## src/rtl/ciu_cfg.svh

```systemverilog
`ifndef CIU_CFG_SVH
`define CIU_CFG_SVH
// register offsets on the control port
`define CIU_OFS_CONFIG 8'h1E
`define CIU_OFS_MASK_PRI 8'h1F
`define CIU_OFS_MASK_CLIP 8'h20
`define CIU_OFS_FLAGS_PRI 8'h21
`define CIU_OFS_FLAGS_CLIP 8'h22
// field positions
`define CIU_BIT_AUTOMASK 7
`define CIU_STYLE_HI 6
`define CIU_STYLE_LO 5
`define CIU_BIT_TEST 7
`define CIU_BIT_SERIAL 6
`define CIU_BIT_CLOCK 5
`define CIU_IN_HI 3
`define CIU_OUT_HI 4
// reset values
`define CIU_CONFIG_RST 8'h00
`define CIU_MASK_RST 8'h00
`define CIU_BYTE_ZERO 8'h00
// writable bits of the config and mask registers
`define CIU_CONFIG_WMASK 8'hE0
`define CIU_MASK_PRI_WMASK 8'hEF
`define CIU_MASK_CLIP_WMASK 8'h1F
`endif

```

## src/rtl/ciu_pkg.sv

```systemverilog
package ciu_pkg;
    // interrupt pin output style
    typedef enum logic [1:0] {
        CIU_STYLE_HIGH = 2'b00,
        CIU_STYLE_LOW = 2'b01,
        CIU_STYLE_OD = 2'b10,
        CIU_STYLE_RSVD = 2'b11
    } ciu_style_t;
endpackage

```

## src/rtl/ciu_pin_drive.sv

```systemverilog
`timescale 1ns/10ps
`include "ciu_cfg.svh"
// drives the interrupt pin in the chosen output style
module ciu_pin_drive
    import ciu_pkg::*;
(
    input wire logic clk_sys,
    input wire logic reset_n,
    input wire logic irq_active,
    input wire logic [1:0] style,
    output logic irq_pin_o,
    output logic irq_pin_oe
);
    logic out_reg;
    logic oe_reg;
    logic out_next;
    logic oe_next;
    ciu_style_t style_sel;

    assign style_sel = ciu_style_t'(style);

    // style decode; reserved code treated as active high
    always_comb
    begin
        out_next = irq_active;
        oe_next = 1'b1;
        unique case (style_sel)
            CIU_STYLE_HIGH:
            begin
                out_next = irq_active;
                oe_next = 1'b1;
            end
            CIU_STYLE_LOW:
            begin
                out_next = ~irq_active;
                oe_next = 1'b1;
            end
            CIU_STYLE_OD:
            begin
                out_next = 1'b0;
                oe_next = irq_active;
            end
            CIU_STYLE_RSVD:
            begin
                out_next = irq_active;
                oe_next = 1'b1;
            end
        endcase
    end

    // registered pin drive
    always_ff @(posedge clk_sys or negedge reset_n)
    begin
        if (!reset_n)
        begin
            out_reg <= 1'b0;
            oe_reg <= 1'b1;
        end
        else
        begin
            out_reg <= out_next;
            oe_reg <= oe_next;
        end
    end

    assign irq_pin_o = out_reg;
    assign irq_pin_oe = oe_reg;

    AST_OD_NEVER_HIGH:
        assert property (@(posedge clk_sys) disable iff (!reset_n)
            $past(style_sel) == CIU_STYLE_OD |-> !(irq_pin_oe && irq_pin_o))
        else $error("open drain pin driven high");
endmodule

```

## src/rtl/ciu_core.sv

```systemverilog
`timescale 1ns/10ps
`include "ciu_cfg.svh"
module ciu_core
    import ciu_pkg::*;
#(
    parameter int N_IN = 4,
    parameter int N_OUT = 5
)
(
    input wire logic clk_sys,
    input wire logic reset_n,
    input wire logic reg_wr,
    input wire logic reg_rd,
    input wire logic [7:0] reg_addr,
    input wire logic [7:0] reg_wdata,
    output logic [7:0] reg_rdata,
    input wire logic test_mode_entry,
    input wire logic [1:0] serial_frame_format,
    input wire logic [1:0] rate_class,
    input wire logic clock_ratio_change,
    input wire logic [N_IN-1:0] adc_pdn,
    input wire logic [N_OUT-1:0] dac_pdn,
    input wire logic [N_IN-1:0] input_overrange,
    input wire logic [N_OUT-1:0] output_saturation,
    output logic irq_pin_o,
    output logic irq_pin_oe
);
    logic [7:0] config_reg;
    logic [7:0] config_next;
    logic [7:0] mask_pri_reg;
    logic [7:0] mask_pri_next;
    logic [7:0] mask_clip_reg;
    logic [7:0] mask_clip_next;
    logic [7:0] flags_pri_reg;
    logic [7:0] flags_pri_next;
    logic [7:0] flags_clip_reg;
    logic [7:0] flags_clip_next;
    logic [7:0] rdata_reg;
    logic [7:0] rdata_next;
    logic [1:0] fmt_reg;
    logic [1:0] rate_reg;
    logic [7:0] ev_pri;
    logic [7:0] ev_clip;
    logic [7:0] clr_pri;
    logic [7:0] clr_clip;
    logic [7:0] auto_pri;
    logic [7:0] auto_clip;
    logic full_pdn;
    logic setting_change;
    logic serial_ev;
    logic automask_off;
    logic irq_active;
    logic rd_flags_pri;
    logic rd_flags_clip;

    // address match, used for reads and writes
    function automatic logic hit(input logic [7:0] a, input logic [7:0] o);
        hit = (a == o);
    endfunction

    assign rd_flags_pri = reg_rd && hit(reg_addr, `CIU_OFS_FLAGS_PRI);
    assign rd_flags_clip = reg_rd && hit(reg_addr, `CIU_OFS_FLAGS_CLIP);
    assign automask_off = config_reg[`CIU_BIT_AUTOMASK];

    // fault detection on converter power state
    assign full_pdn = (&adc_pdn) && (&dac_pdn);
    assign setting_change = (serial_frame_format != fmt_reg) ||
        (rate_class != rate_reg);
    assign serial_ev = !full_pdn && (setting_change ||
        clock_ratio_change);

    // event vectors in flag layout
    always_comb
    begin
        ev_pri = `CIU_BYTE_ZERO;
        ev_pri[`CIU_BIT_TEST] = test_mode_entry;
        ev_pri[`CIU_BIT_SERIAL] = serial_ev;
        ev_pri[`CIU_BIT_CLOCK] = !full_pdn && clock_ratio_change;
        ev_pri[`CIU_IN_HI:0] = input_overrange;
        ev_clip = `CIU_BYTE_ZERO;
        ev_clip[`CIU_OUT_HI:0] = output_saturation;
    end

    // read clears flags; a same-cycle event still sets
    assign clr_pri = rd_flags_pri ? flags_pri_reg : `CIU_BYTE_ZERO;
    assign clr_clip = rd_flags_clip ? flags_clip_reg : `CIU_BYTE_ZERO;
    assign flags_pri_next = (flags_pri_reg & ~clr_pri) | ev_pri;
    assign flags_clip_next = (flags_clip_reg & ~clr_clip) | ev_clip;

    // automask: flags returned by a read set their mask bits
    assign auto_pri = automask_off ? `CIU_BYTE_ZERO : clr_pri;
    assign auto_clip = automask_off ? `CIU_BYTE_ZERO : clr_clip;

    // register writes and automask update
    always_comb
    begin
        config_next = config_reg;
        mask_pri_next = mask_pri_reg | auto_pri;
        mask_clip_next = mask_clip_reg | auto_clip;
        if (reg_wr && hit(reg_addr, `CIU_OFS_CONFIG))
            config_next = reg_wdata & `CIU_CONFIG_WMASK;
        if (reg_wr && hit(reg_addr, `CIU_OFS_MASK_PRI))
            mask_pri_next = (reg_wdata & `CIU_MASK_PRI_WMASK) | auto_pri;
        if (reg_wr && hit(reg_addr, `CIU_OFS_MASK_CLIP))
            mask_clip_next = (reg_wdata & `CIU_MASK_CLIP_WMASK) | auto_clip;
    end

    // read data mux; unmapped reads return zero
    always_comb
    begin
        rdata_next = rdata_reg;
        if (reg_rd)
        begin
            rdata_next = `CIU_BYTE_ZERO;
            if (hit(reg_addr, `CIU_OFS_CONFIG))
                rdata_next = config_reg;
            if (hit(reg_addr, `CIU_OFS_MASK_PRI))
                rdata_next = mask_pri_reg;
            if (hit(reg_addr, `CIU_OFS_MASK_CLIP))
                rdata_next = mask_clip_reg;
            if (hit(reg_addr, `CIU_OFS_FLAGS_PRI))
                rdata_next = flags_pri_reg;
            if (hit(reg_addr, `CIU_OFS_FLAGS_CLIP))
                rdata_next = flags_clip_reg;
        end
    end

    // unmasked latched flags drive the pin
    assign irq_active = |(flags_pri_reg & ~mask_pri_reg) ||
        |(flags_clip_reg & ~mask_clip_reg);

    // state registers
    always_ff @(posedge clk_sys or negedge reset_n)
    begin
        if (!reset_n)
        begin
            config_reg <= `CIU_CONFIG_RST;
            mask_pri_reg <= `CIU_MASK_RST;
            mask_clip_reg <= `CIU_MASK_RST;
            flags_pri_reg <= `CIU_BYTE_ZERO;
            flags_clip_reg <= `CIU_BYTE_ZERO;
            rdata_reg <= `CIU_BYTE_ZERO;
            fmt_reg <= 2'h0;
            rate_reg <= 2'h0;
        end
        else
        begin
            config_reg <= config_next;
            mask_pri_reg <= mask_pri_next;
            mask_clip_reg <= mask_clip_next;
            flags_pri_reg <= flags_pri_next;
            flags_clip_reg <= flags_clip_next;
            rdata_reg <= rdata_next;
            fmt_reg <= serial_frame_format;
            rate_reg <= rate_class;
        end
    end

    assign reg_rdata = rdata_reg;

    ciu_pin_drive ciu_pin_drive_inst
    (
        .clk_sys(clk_sys),
        .reset_n(reset_n),
        .irq_active(irq_active),
        .style(config_reg[`CIU_STYLE_HI:`CIU_STYLE_LO]),
        .irq_pin_o(irq_pin_o),
        .irq_pin_oe(irq_pin_oe)
    );

    AST_AUTOMASK_SET:
        assert property (@(posedge clk_sys) disable iff (!reset_n)
            rd_flags_pri && !automask_off && !reg_wr
            |=> ((mask_pri_reg & $past(flags_pri_reg)) ==
                $past(flags_pri_reg)))
        else $error("automask did not set mask bits");

    AST_NO_AUTOMASK:
        assert property (@(posedge clk_sys) disable iff (!reset_n)
            automask_off && !reg_wr |=> $stable(mask_pri_reg)
                && $stable(mask_clip_reg))
        else $error("mask changed without a write");

    AST_TEST_LATCH:
        assert property (@(posedge clk_sys) disable iff (!reset_n)
            test_mode_entry |=> flags_pri_reg[`CIU_BIT_TEST])
        else $error("test entry fault not latched");

    AST_SERIAL_LATCH:
        assert property (@(posedge clk_sys) disable iff (!reset_n)
            !full_pdn && setting_change |=> flags_pri_reg[`CIU_BIT_SERIAL])
        else $error("serial format fault not latched");

    AST_RATIO_BOTH:
        assert property (@(posedge clk_sys) disable iff (!reset_n)
            !full_pdn && clock_ratio_change |=>
                flags_pri_reg[`CIU_BIT_SERIAL] && flags_pri_reg[`CIU_BIT_CLOCK])
        else $error("ratio change did not set both faults");

    AST_PDN_QUIET:
        assert property (@(posedge clk_sys) disable iff (!reset_n)
            full_pdn && !rd_flags_pri |=> flags_pri_reg[`CIU_BIT_SERIAL]
                == $past(flags_pri_reg[`CIU_BIT_SERIAL]))
        else $error("serial fault set while powered down");

    AST_READ_CLEAR:
        assert property (@(posedge clk_sys) disable iff (!reset_n)
            rd_flags_clip && !(|output_saturation) |=> flags_clip_reg == 8'h00)
        else $error("clip flags not cleared by read");

    AST_PIN_ACTIVE:
        assert property (@(posedge clk_sys) disable iff (!reset_n)
            flags_pri_reg[`CIU_BIT_TEST] && !mask_pri_reg[`CIU_BIT_TEST]
            |=> irq_pin_oe && (irq_pin_o ==
                ($past(config_reg[`CIU_STYLE_HI]) ==
                $past(config_reg[`CIU_STYLE_LO]))))
        else $error("unmasked fault did not raise pin");

    AST_RESERVED_ZERO:
        assert property (@(posedge clk_sys) disable iff (!reset_n)
            mask_clip_reg[7:5] == 3'h0 && flags_pri_reg[4] == 1'b0)
        else $error("reserved bit set");

    // further checks on latching, clearing, masking and readback
    AST_AUTOMASK_CLIP:
        assert property (@(posedge clk_sys) disable iff (!reset_n)
            rd_flags_clip && !automask_off && !reg_wr
            |=> ((mask_clip_reg & $past(flags_clip_reg)) ==
                $past(flags_clip_reg)))
        else $error("automask did not set clip mask bits");

    AST_CLOCK_QUIET:
        assert property (@(posedge clk_sys) disable iff (!reset_n)
            full_pdn && !rd_flags_pri |=> flags_pri_reg[`CIU_BIT_CLOCK]
                == $past(flags_pri_reg[`CIU_BIT_CLOCK]))
        else $error("clock fault set while powered down");

    AST_PIN_IDLE:
        assert property (@(posedge clk_sys) disable iff (!reset_n)
            ((flags_pri_reg & ~mask_pri_reg) == `CIU_BYTE_ZERO) &&
            ((flags_clip_reg & ~mask_clip_reg) == `CIU_BYTE_ZERO) |=>
            (irq_pin_o == ($past(config_reg[`CIU_STYLE_LO]) &&
                !$past(config_reg[`CIU_STYLE_HI]))) &&
            (irq_pin_oe == !($past(config_reg[`CIU_STYLE_HI]) &&
                !$past(config_reg[`CIU_STYLE_LO]))))
        else $error("pin not idle with no unmasked flag");

    AST_OVR_LATCH:
        assert property (@(posedge clk_sys) disable iff (!reset_n)
            |input_overrange |=> (flags_pri_reg[`CIU_IN_HI:0] &
                $past(input_overrange)) == $past(input_overrange))
        else $error("input overrange not latched");

    AST_SAT_LATCH:
        assert property (@(posedge clk_sys) disable iff (!reset_n)
            |output_saturation |=> (flags_clip_reg[`CIU_OUT_HI:0] &
                $past(output_saturation)) == $past(output_saturation))
        else $error("output saturation not latched");

    AST_FLAGS_HOLD:
        assert property (@(posedge clk_sys) disable iff (!reset_n)
            !rd_flags_pri |=> (flags_pri_reg & $past(flags_pri_reg)) ==
                $past(flags_pri_reg))
        else $error("primary flag lost without a read");

    AST_CLIP_HOLD:
        assert property (@(posedge clk_sys) disable iff (!reset_n)
            !rd_flags_clip |=> (flags_clip_reg & $past(flags_clip_reg)) ==
                $past(flags_clip_reg))
        else $error("clip flag lost without a read");

    AST_FLAGS_READ:
        assert property (@(posedge clk_sys) disable iff (!reset_n)
            rd_flags_pri |=> reg_rdata == $past(flags_pri_reg))
        else $error("primary flags read back wrong");

    AST_RDATA_HOLD:
        assert property (@(posedge clk_sys) disable iff (!reset_n)
            !reg_rd |=> $stable(reg_rdata))
        else $error("read data changed without a read");

    AST_MASK_WRITE:
        assert property (@(posedge clk_sys) disable iff (!reset_n)
            reg_wr && hit(reg_addr, `CIU_OFS_MASK_PRI) && automask_off
            |=> mask_pri_reg == ($past(reg_wdata) & `CIU_MASK_PRI_WMASK))
        else $error("primary mask write lost");

    AST_CLIP_WRITE:
        assert property (@(posedge clk_sys) disable iff (!reset_n)
            reg_wr && hit(reg_addr, `CIU_OFS_MASK_CLIP) && automask_off
            |=> mask_clip_reg == ($past(reg_wdata) & `CIU_MASK_CLIP_WMASK))
        else $error("clip mask write lost");

    AST_READ_CLEAR_PRI:
        assert property (@(posedge clk_sys) disable iff (!reset_n)
            rd_flags_pri && ev_pri == `CIU_BYTE_ZERO
            |=> flags_pri_reg == `CIU_BYTE_ZERO)
        else $error("primary flags not cleared by read");
endmodule

```

## config.mk

```make
export PLATFORM = sky130hd
export DESIGN_NAME = ciu_core
export DESIGN_NICKNAME = d
export VERILOG_FILES = /design/src/rtl/ciu_pkg.sv /design/src/rtl/ciu_pin_drive.sv /design/src/rtl/ciu_core.sv
export VERILOG_INCLUDE_DIRS = /design/src /design/src/rtl
export SDC_FILE = /design/constraint.sdc
export NUM_CORES = 1
export LEC_CHECK = 0
export BUFFER_PORTS_ARGS = -buffer_cell sky130_fd_sc_hd__buf_2
export CAP_MARGIN = 20
export CELL_PAD_IN_SITES_DETAIL_PLACEMENT = 0
export CELL_PAD_IN_SITES_GLOBAL_PLACEMENT = 1
export CORE_ASPECT_RATIO = 1.5
export CORE_UTILIZATION = 45
export DETAILED_ROUTE_END_ITERATION = 12
export HOLD_SLACK_MARGIN = 0.15
export PLACE_DENSITY = 0.9
export SKIP_CTS_REPAIR_TIMING = 1
export SLEW_MARGIN = 15
export SYNTH_ARGS = -nofsm -noshare
export SYNTH_HDL_FRONTEND = slang
export SYNTH_HIERARCHICAL = 1
export SYNTH_SLANG_ARGS = --single-unit
```

## constraint.sdc

```tcl
create_clock -name clk_sys -period 3.4 [get_ports clk_sys]
set_input_delay 0.51 -clock clk_sys [delete_from_list [all_inputs] [get_ports clk_sys]]
set_output_delay 0.51 -clock clk_sys [all_outputs]
set_load 0.02 [all_outputs]
```

==> metrics, run 1 <==
Filler Cell Count slightly below 500; ranking of synthesized cells by instance count dfrtp_1, inv_1, nor2_1; final worst hold slack 0.217 ns; crit path max fanout 16; DR vias approximately 2,000; IO Pins between 50 and 60; CP Class input port to flip-flop; Syn. warnings 6; fin crit share 0.598; clock tree from TritonCTS yes; Routed Antenna Nets 0; Multi-input gate area between 1000 and 1500 sq um; die width around 62 um; Synth cell types 48; Final Cell Area between 2000 and 3000 sq um; global route overflow 0; dpl cell area roughly 2800 sq um; status finished clean; IO Port Bufs 53; power density cells between 400 and 500 nW/um^2; Reg clk slew, reported paths around 0.080 ns; site row count 32; CP Depth 5; worst setup path start reg_addr[0]; initial core utilization 0.470; clock sink count approximately 50; overall power 1.21 mW; critical path buffer and inverter count 1; clk root buf clkbuf_8; NumNets Final roughly 320; leading area contributor after synthesis dfrtp_1; Rel. slew slack 0.579; initial antenna violation count 0; Routed WL per cell 17.2 um; Hold Fails Final Rpt 0; Register Area roughly 1200 sq um; worst reg2reg path depth 6; DPL Wire Length 4460 um; number of global-route vias before repair a little under 2,000; Synthesized Nets 272; Async SR Flop Fraction 1.00; Slew Limit Fails 0; post-synthesis cell area between 2000 and 2500 sq um; setup-violating endpoint count in the final report 0; Max Cap Violations 0; crit path to mask_clip_reg[5]; FF-to-FF Start flags_pri_reg[0]; Critical Path, Cell by Cell buf_2 > nor2b_1 > nand4_1 > nor2_1 > a22o_1; Clock Skew 0.00574 ns; largest net degree at the start of global routing 50; CP max stage delay roughly 0.52 ns; first-pass GRT wire length roughly 10000 um; share of cells above drive strength 1 0.287; Area growth syn-to-layout 17.6%; Worst R2R End ciu_pin_drive_inst/irq_pin_o; Cells after Synth between 200 and 250; RSZ-0062 raised after global routing false; Yosys reg bits between 40 and 50; maximum vdd drop approximately 290 uV; Die ar. approximately 5700 sq um; CTS buffer count 5; Longest Clk Path Bufs 2; Req. time, crit path ~3.6 ns; Seq/Total Area, Yosys 0.502; Total GRT Usage 0.222; core box area roughly 5200 sq um; routed vias/inst ~5.6; top-count cell post-synth dfrtp_1; delay-heaviest family, CP simple AND/OR/NAND/NOR gates; Mapped Avg Cell Area between 10 and 15 sq um; Synth area leaders dfrtp_1, inv_1, mux2i_1, a21o_1, a221o_1; Worst Hold Class input port to async pin; initial drt markers 121; Leakage ~1.4 nW; post-route minimum period 2.03 ns; top_reg_cell synth dfrtp_1; EDFF count, synth 0; CP startpoint kind input port; crit path max-delay cell type nand4_1; Arr. time, crit path about 2.3 ns; Pre-antenna DRT Iters 4; n_diodes 0; fmax 492 MHz; H-tree depth 2; critical path endpoint category flip-flop; Slew @ Worst Pin 0.632 ns; Residual DRC 0; GP Congestion 0.898; reg2reg setup slack 1.91 ns; setup TNS 0 ns; Routed WL 5960 um; Synth top area share 0.491; worst skew pair latency roughly 0.30 ns; DIE HEIGHT roughly 92 um
cells by family after synthesis:
logic type      after synthesis  share of synthesized area
compound gates               62                      0.203
xor+xnor                      4                     0.0143
fa+ha+maj                     2                     0.0102
buf+inv                      38                     0.0619
flops                        49                      0.502
mux                          14                     0.0594
simple gates                 57                      0.149
layout make-up:
| class | instances | share of cell area |
|---|---|---|
| Sequential cell | 49 | 0.427 |
| Clock inverter | 1 | 0.0104 |
| Multi-Input combinational cell | 139 | 0.371 |
| Timing Repair Buffer | 53 | 0.0931 |
| Tap cell | 68 | 0.0296 |
| Inverter | 30 | 0.0392 |
| Clock buffer | 7 | 0.0300 |
worst reg2reg max path, delay by kind of cell (launching register included):
family	cells	cell delay (ns)
AOI/OAI and AO/OA	3	0.42
buffers and inverters	1	0.08
DFF	1	0.45
and+or+nand+nor	2	0.43
how the worst min path moves through the flow:
stage | startpoint | cells past startpoint | endpoint
floorplan | reset_n | 0 | ciu_pin_drive_inst/irq_pin_o
global placement | flags_clip_reg[3] | 1 | flags_clip_reg[3]
detailed placement | flags_clip_reg[3] | 1 | flags_clip_reg[3]
CTS | serial_frame_format[1] | 1 | fmt_reg[1]
global route | reset_n | 1 | reg_rdata[5]
finish | reset_n | 1 | flags_clip_reg[3]
metal layers:
metal	up-vias	wire [um]	global-route usage
li1	926	-	-
met1	969	2440	0.270
met2	54	3180	0.388
met3	10	184	0.0286
met4	0	146	0.101
met5	-	0	0
placed cells by master (no fill, tap or decap), types with 2 or more instances in the layout:
cell type / count
buf_2: 52
dfrtp_1: 48
inv_1: 30
nor2_1: 13
a21o_1: 12
nand3_1: 12
mux2i_1: 10
a221o_1: 7
nand2_1: 6
clkbuf_8: 6
o22ai_1: 5
a22o_1: 4
nand4_1: 4
mux2_2: 4
a21oi_1: 4
a221oi_1: 4
o211ai_1: 4
nor2b_1: 3
o31ai_1: 3
xnor2_1: 3
o22a_2: 3
o221ai_1: 3
a2bb2oi_1: 3
o221a_2: 3
and2_1: 2
nor3_1: 2
o21ai_0: 2
a31oi_1: 2
o21a_1: 2
nand2b_1: 2
ha_1: 2
power by group:
| group | internal, mW | switching [mW] |
|---|---|---|
| Clock | 0.240 | 0.194 |
| Combinational | 0.0659 | 0.0750 |
| Sequential | 0.613 | 0.0262 |
| Total | 0.919 | 0.296 |
per-stage QoR:
stage,utilization,setup WS (ns),cells
final,0.552,1.37,347
after global routing,0.552,1.17,347
after CTS,0.552,1.39,347
after detailed placement,0.530,1.07,339
after global placement,0.530,1.13,339
after floorplan,-,1.77,226
No activity file was read; power rests on OpenSTA's default activity.
==> inputs of run 2 (changes only) <==
--- a/config.mk
+++ b/config.mk
@@ -6,15 +6,16 @@
 export SDC_FILE = /design/constraint.sdc
 export NUM_CORES = 1
 export LEC_CHECK = 0
+export ABC_AREA = 1
 export BUFFER_PORTS_ARGS = -buffer_cell sky130_fd_sc_hd__buf_2
 export CAP_MARGIN = 20
 export CELL_PAD_IN_SITES_DETAIL_PLACEMENT = 0
 export CELL_PAD_IN_SITES_GLOBAL_PLACEMENT = 1
 export CORE_ASPECT_RATIO = 1.5
-export CORE_UTILIZATION = 45
+export CORE_UTILIZATION = 40
 export DETAILED_ROUTE_END_ITERATION = 12
 export HOLD_SLACK_MARGIN = 0.15
-export PLACE_DENSITY = 0.9
+export PLACE_DENSITY = 0.86
 export SKIP_CTS_REPAIR_TIMING = 1
 export SLEW_MARGIN = 15
 export SYNTH_ARGS = -nofsm -noshare
==> constraint.sdc (replaced) <==
create_clock -name clk_sys -period 2.1 [get_ports clk_sys]
set_input_delay 0.315 -clock clk_sys [delete_from_list [all_inputs] [get_ports clk_sys]]
set_output_delay 0.315 -clock clk_sys [all_outputs]
set_load 0.02 [all_outputs]
==> run 2 against run 1 <==
  * Critical path depth is 2 higher
  * Core utilization is 6.2 points lower
  * Final area is 4.7% higher
  * Sequential power is 56% higher
  * Non-clock buffer count is 7 higher
  * Clock skew is 0.0014 ns higher
  * Flip-flop and latch count stayed put
  * Register-to-register slack worse by 1.1 ns
  * Critical path type unchanged
  * Largest cell class unchanged
==> metrics, run 2 <==
initial antenna violation count 0; H-tree depth 2; fin crit share 0.672; Routed Antenna Nets 0; Routed WL per cell 13.8 um; CP max stage delay 0.37 ns; Slew Limit Fails 0; clk root buf clkbuf_8; final worst hold slack 0.175 ns; DR vias 2,263; n_diodes 0; Sw Share 0.266; leading area contributor after synthesis dfrtp_1; clock tree from TritonCTS yes; global route overflow 0; share of cells above drive strength 1 0.224; CTS buffer count 5; DP Cell Count approximately 440; commonest non-fill, non-tap cells in the layout nand2_1, buf_2, dfrtp_1; Synth area leaders dfrtp_1, nand2_1, nand3_1, inv_1, o21ai_0; NumNets Final 420; Die ar. ~6600 sq um; maximum vdd drop 265 uV; Syn. warnings 6; DIE HEIGHT ~100 um; Synth cell types 30; Mapped Avg Cell Area about 8 sq um; setup TNS 0 ns; delay-heaviest family, CP simple AND/OR/NAND/NOR gates; top_reg_cell synth dfrtp_1; Residual DRC 0; clock share of power 0.312; power density cells 583 nW/um^2; Int Pwr 1.29 mW; overall power ~1.8 mW; fmax just over 700 MHz; Total GRT Usage 0.206; CP Class input port to flip-flop; ranking of synthesized cells by instance count nand2_1, dfrtp_1, inv_1; worst skew pair latency slightly above 0.3 ns; GP Congestion 0.854; IO Pins 54; Leakage 1.59 nW; top-count cell post-synth nand2_1; Slew @ Worst Pin 0.623 ns; core box area about 6000 sq um; Synthesized Nets roughly 360; P_sw around 0.47 mW; critical path endpoint category flip-flop; Longest Clk Path Bufs 2; Pre-antenna DRT Iters 4; Max Cap Violations 0; routed vias/inst 5.04; Area growth syn-to-layout 19.2%; commonest non-fill, non-tap cell in the layout nand2_1; Routed WL approximately 6000 um; critical path buffer and inverter count 2; Clock Skew between 0.007 and 0.008 ns; Worst Hold Class input port to flip-flop; Yosys reg bits 49; Cells after Synth 313; initial drt markers 95; IO Port Bufs 53; status finished clean; Arr. time, crit path about 1.6 ns; EDFF count, synth 0; Seq/Total Area, Yosys 0.486; Finished Layout Cells between 400 and 500; post-synthesis cell area 2520 sq um; Async SR Flop Fraction 1.00; Hold Fails Final Rpt 0; number of global-route vias before repair between 2,000 and 2,500; crit path max-delay cell type nand3_1; RSZ-0062 raised after global routing false; dpl cell area between 2000 and 3000 sq um; Synth top area share 0.476; Final Cell Area between 3000 and 4000 sq um; clock sink count 49; initial core utilization 0.412; Filler Cell Count roughly 630; crit path max fanout 19; Req. time, crit path 2.28 ns; Gate power share 0.116; reg2reg setup slack around 0.77 ns; DPL Wire Length 4650 um; site row count 35; largest net degree at the start of global routing 26; Rel. slew slack 0.584; Critical Path, Cell by Cell buf_2 > inv_1 > nand2_2 > nor2_8 > nand3_1 > o21ai_0 > o21ai_1; sequential power share 0.572; first-pass GRT wire length 10,200 um; Reg clk slew, reported paths ~0.090 ns; CP startpoint kind input port; setup-violating endpoint count in the final report 0; die width ~67 um; post-route minimum period approximately 1.4 ns
## run 2: changes by cell type after synthesis, moves of 5 or more
cell | before | now
o21ai_1 | 0 | 8
inv_1 | 30 | 46
a221o_1 | 7 | 0
nand3_1 | 12 | 44
nand2_2 | 0 | 5
o21ai_0 | 2 | 15
a21o_1 | 12 | 7
nor2_1 | 13 | 18
nand2_1 | 6 | 70
mux2i_1 | 10 | 0
## run 2: final cells by class
cell class              instances  area (sq um)  area share
well taps                      74          92.6      0.0308
clock inverters                 2          10.0     0.00333
repair buffers                 60           343       0.114
clock buffers                   6          72.6      0.0241
multi-input cells             207          1070       0.356
inverters                      51           194      0.0644
flip-flops and latches         49          1230       0.408
## run 2: kinds of logic (layout without fill, tap and decap cells)
group	after synthesis	after routing	share of synthesized area
AO/OA/AOI/OAI	45	45	0.107
XOR/XNOR	1	1	0.00347
adder cells (fa/ha/maj)	2	2	0.00991
buffers and inverters	57	119	0.0897
flip-flops	49	49	0.486
AND/OR/NAND/NOR	159	159	0.304
## run 2: power groups by stage
stage / sequential, mW / combinational [mW] / clock [mW]
final: 1.00 / 0.204 / 0.547
after global routing: 1.01 / 0.229 / 0.600
after CTS: 1.00 / 0.199 / 0.559
after detailed placement: 1.02 / 0.198 / 0
after global placement: 1.02 / 0.193 / 0
after floorplan: 1.02 / 0.0953 / 0
## run 2: stage by stage
step	util	setup WS, ns
floorplan	-	0.880
global placement	0.469	0.453
detailed placement	0.469	0.366
CTS	0.483	0.691
global route	0.491	0.570
finish	0.491	0.690
## run 2: final timing paths
kind,end,cells past startpoint,start
worst max-delay path,mask_clip_reg[0],7,reg_addr[6]
worst max register to register,mask_clip_reg[3],3,config_reg[7]
max in group asynchronous,mask_pri_reg[1],3,reset_n
worst min-delay path,flags_clip_reg[4],2,output_saturation[4]
min in group asynchronous,reg_rdata[6],2,reset_n
worst min register to register,flags_clip_reg[7],2,flags_clip_reg[7]
## run 2: per-layer routing
layer | vias to the layer above | wire, um | global-route usage | part of all wire
li1 | 1133 | - | - | -
met1 | 1059 | 2590 | 0.251 | 0.42
met2 | 57 | 3170 | 0.338 | 0.51
met3 | 14 | 242 | 0.0321 | 0.039
met4 | 0 | 188 | 0.113 | 0.030
met5 | - | 0 | 0 | 0
==> inputs of run 3 (changes only) <==
==> constraint.sdc (replaced) <==
create_clock -name clk_sys -period 1.5 [get_ports clk_sys]
set_input_delay 0.225 -clock clk_sys [delete_from_list [all_inputs] [get_ports clk_sys]]
set_output_delay 0.225 -clock clk_sys [all_outputs]
set_load 0.02 [all_outputs]
==> run 3 against run 2 <==
  * Clock skew down 0.0037 ns
  * Clock power up 35%
  * Combinational power up 56%
  * Final area rose by 5.1%
  * Sequential share of layout area is 2.0 points lower
  * Via count up 3.6%
==> metrics, run 3 (synthesis gave the netlist of run 2 again) <==
Worst Hold Class input port to flip-flop; fin crit share 0.836; Die ar. about 6600 sq um; hold path cells 3; die width about 67 um; GP Congestion 0.856; Routed WL about 6000 um; commonest non-fill, non-tap cell in the layout nand2_1; CP max stage delay approximately 0.40 ns; initial core utilization 0.412; Leakage about 1.7 nW; first-pass GRT wire length about 10,000 um; initial antenna violation count 0; initial drt markers 100; Area growth syn-to-layout 25.3%; Hold Fails Final Rpt 0; worst setup path start flags_clip_reg[3]; final worst hold slack roughly 0.15 ns; site row count 35; NumNets Final around 440; post-layout util 0.516; dpl cell area 2920 sq um; FF-to-FF Start flags_clip_reg[3]; Critical Path, Cell by Cell inv_1 > o22ai_1 > a21oi_1 > nand4_1 > nand3_1 > nand2_1; Arr. time, crit path 1.44 ns; routed vias/inst slightly above 5; IO Port Bufs 53; post-route minimum period about 1.3 ns; n_diodes 0; Filler Cell Count between 600 and 700; H-tree depth 2; Final Cell Area between 3000 and 4000 sq um; RSZ-0062 raised after global routing false; setup TNS 0 ns; core box area roughly 6100 sq um; Final WS setup around 0.25 ns; Clock Skew about 0.0034 ns; crit path max-delay cell type dfrtp_1; Post-Place Setup Slack around 0.056 ns; worst hold path startpoint reg_wdata[7]; status finished clean; Routed Antenna Nets 0; fmax approximately 800 MHz; maximum vdd drop roughly 480 uV; Req. time, crit path approximately 1.7 ns; largest net degree at the start of global routing 50; worst reg2reg path depth 6; crit path max fanout 3; global route overflow 0; CP Depth 6; Slew @ Worst Pin roughly 0.38 ns; critical path buffer and inverter count 1; CTS buffer count 5; power density cells 775 nW/um^2; clock tree from TritonCTS yes; setup-violating endpoint count in the final report 0; Reg clk slew, reported paths approximately 0.08 ns; CP Class flip-flop to flip-flop; DPL Wire Length between 4000 and 5000 um; DP Cell Count roughly 440; Residual DRC 0; clk root buf clkbuf_8; worst skew pair latency 0.29 ns; Slew Limit Fails 0; delay-heaviest family, CP flip-flops; share of cells above drive strength 1 0.224; Rel. slew slack 0.747; Routed WL per cell roughly 13 um; commonest non-fill, non-tap cells in the layout nand2_1, buf_2, dfrtp_1; overall power 2.45 mW; Max Cap Violations 0; critical path endpoint category flip-flop; CP startpoint kind flip-flop; Total GRT Usage 0.206; clock sink count between 40 and 50; DR vias between 2,000 and 2,500; Pre-antenna DRT Iters 4; Finished Layout Cells between 400 and 500; DIE HEIGHT 99.3 um; Longest Clk Path Bufs 2; IO Pins 54; number of global-route vias before repair about 2,300
[run 3: cell types whose count changed in the layout (fill, tap and decap cells not counted)]
cell	before	now
buf_4	1	7
clkbuf_1	1	3
clkinv_2	2	0
dlygate4sd3_1	5	16
[run 3: final cells by class]
class / instances / area, sq um / area share
sequential: 49 / 1230 / 0.388
tap: 74 / 92.6 / 0.0293
timing repair buffer: 77 / 498 / 0.157
clock buffer: 8 / 80.1 / 0.0253
inverter: 51 / 194 / 0.0613
multi-input combinational: 207 / 1070 / 0.338
[run 3: final timing paths]
kind	end	slack, ns
worst max-delay path	ciu_pin_drive_inst/irq_pin_o	0.25
worst min-delay path	config_reg[7]	0.15
max in group asynchronous	ciu_pin_drive_inst/irq_pin_oe	0.79
worst min register to register	flags_clip_reg[6]	0.48
min in group asynchronous	flags_clip_reg[6]	0.43
worst max register to register	ciu_pin_drive_inst/irq_pin_o	0.25
[run 3: where the power goes]
part	switching, mW	leakage (nW)	internal [mW]
sequential	0.0305	0.541	1.36
combinational	0.181	1.08	0.138
clock	0.404	0.0395	0.332
total	0.616	1.66	1.83
[run 3: routing by layer]
metal	vias up	wire length [um]	part of all wire	track usage
met5	-	0	0	0
met4	0	211	0.034	0.0917
met3	20	247	0.040	0.0310
met2	59	3170	0.51	0.353
met1	1101	2530	0.41	0.249
li1	1165	-	-	-
[run 3: worst reg2reg max path, cell delays in order (launching register included)]
cell and delay [ns]:
dfrtp_1 0.40, inv_1 0.10, o22ai_1 0.09, a21oi_1 0.19
nand4_1 0.19, nand3_1 0.13, nand2_1 0.05
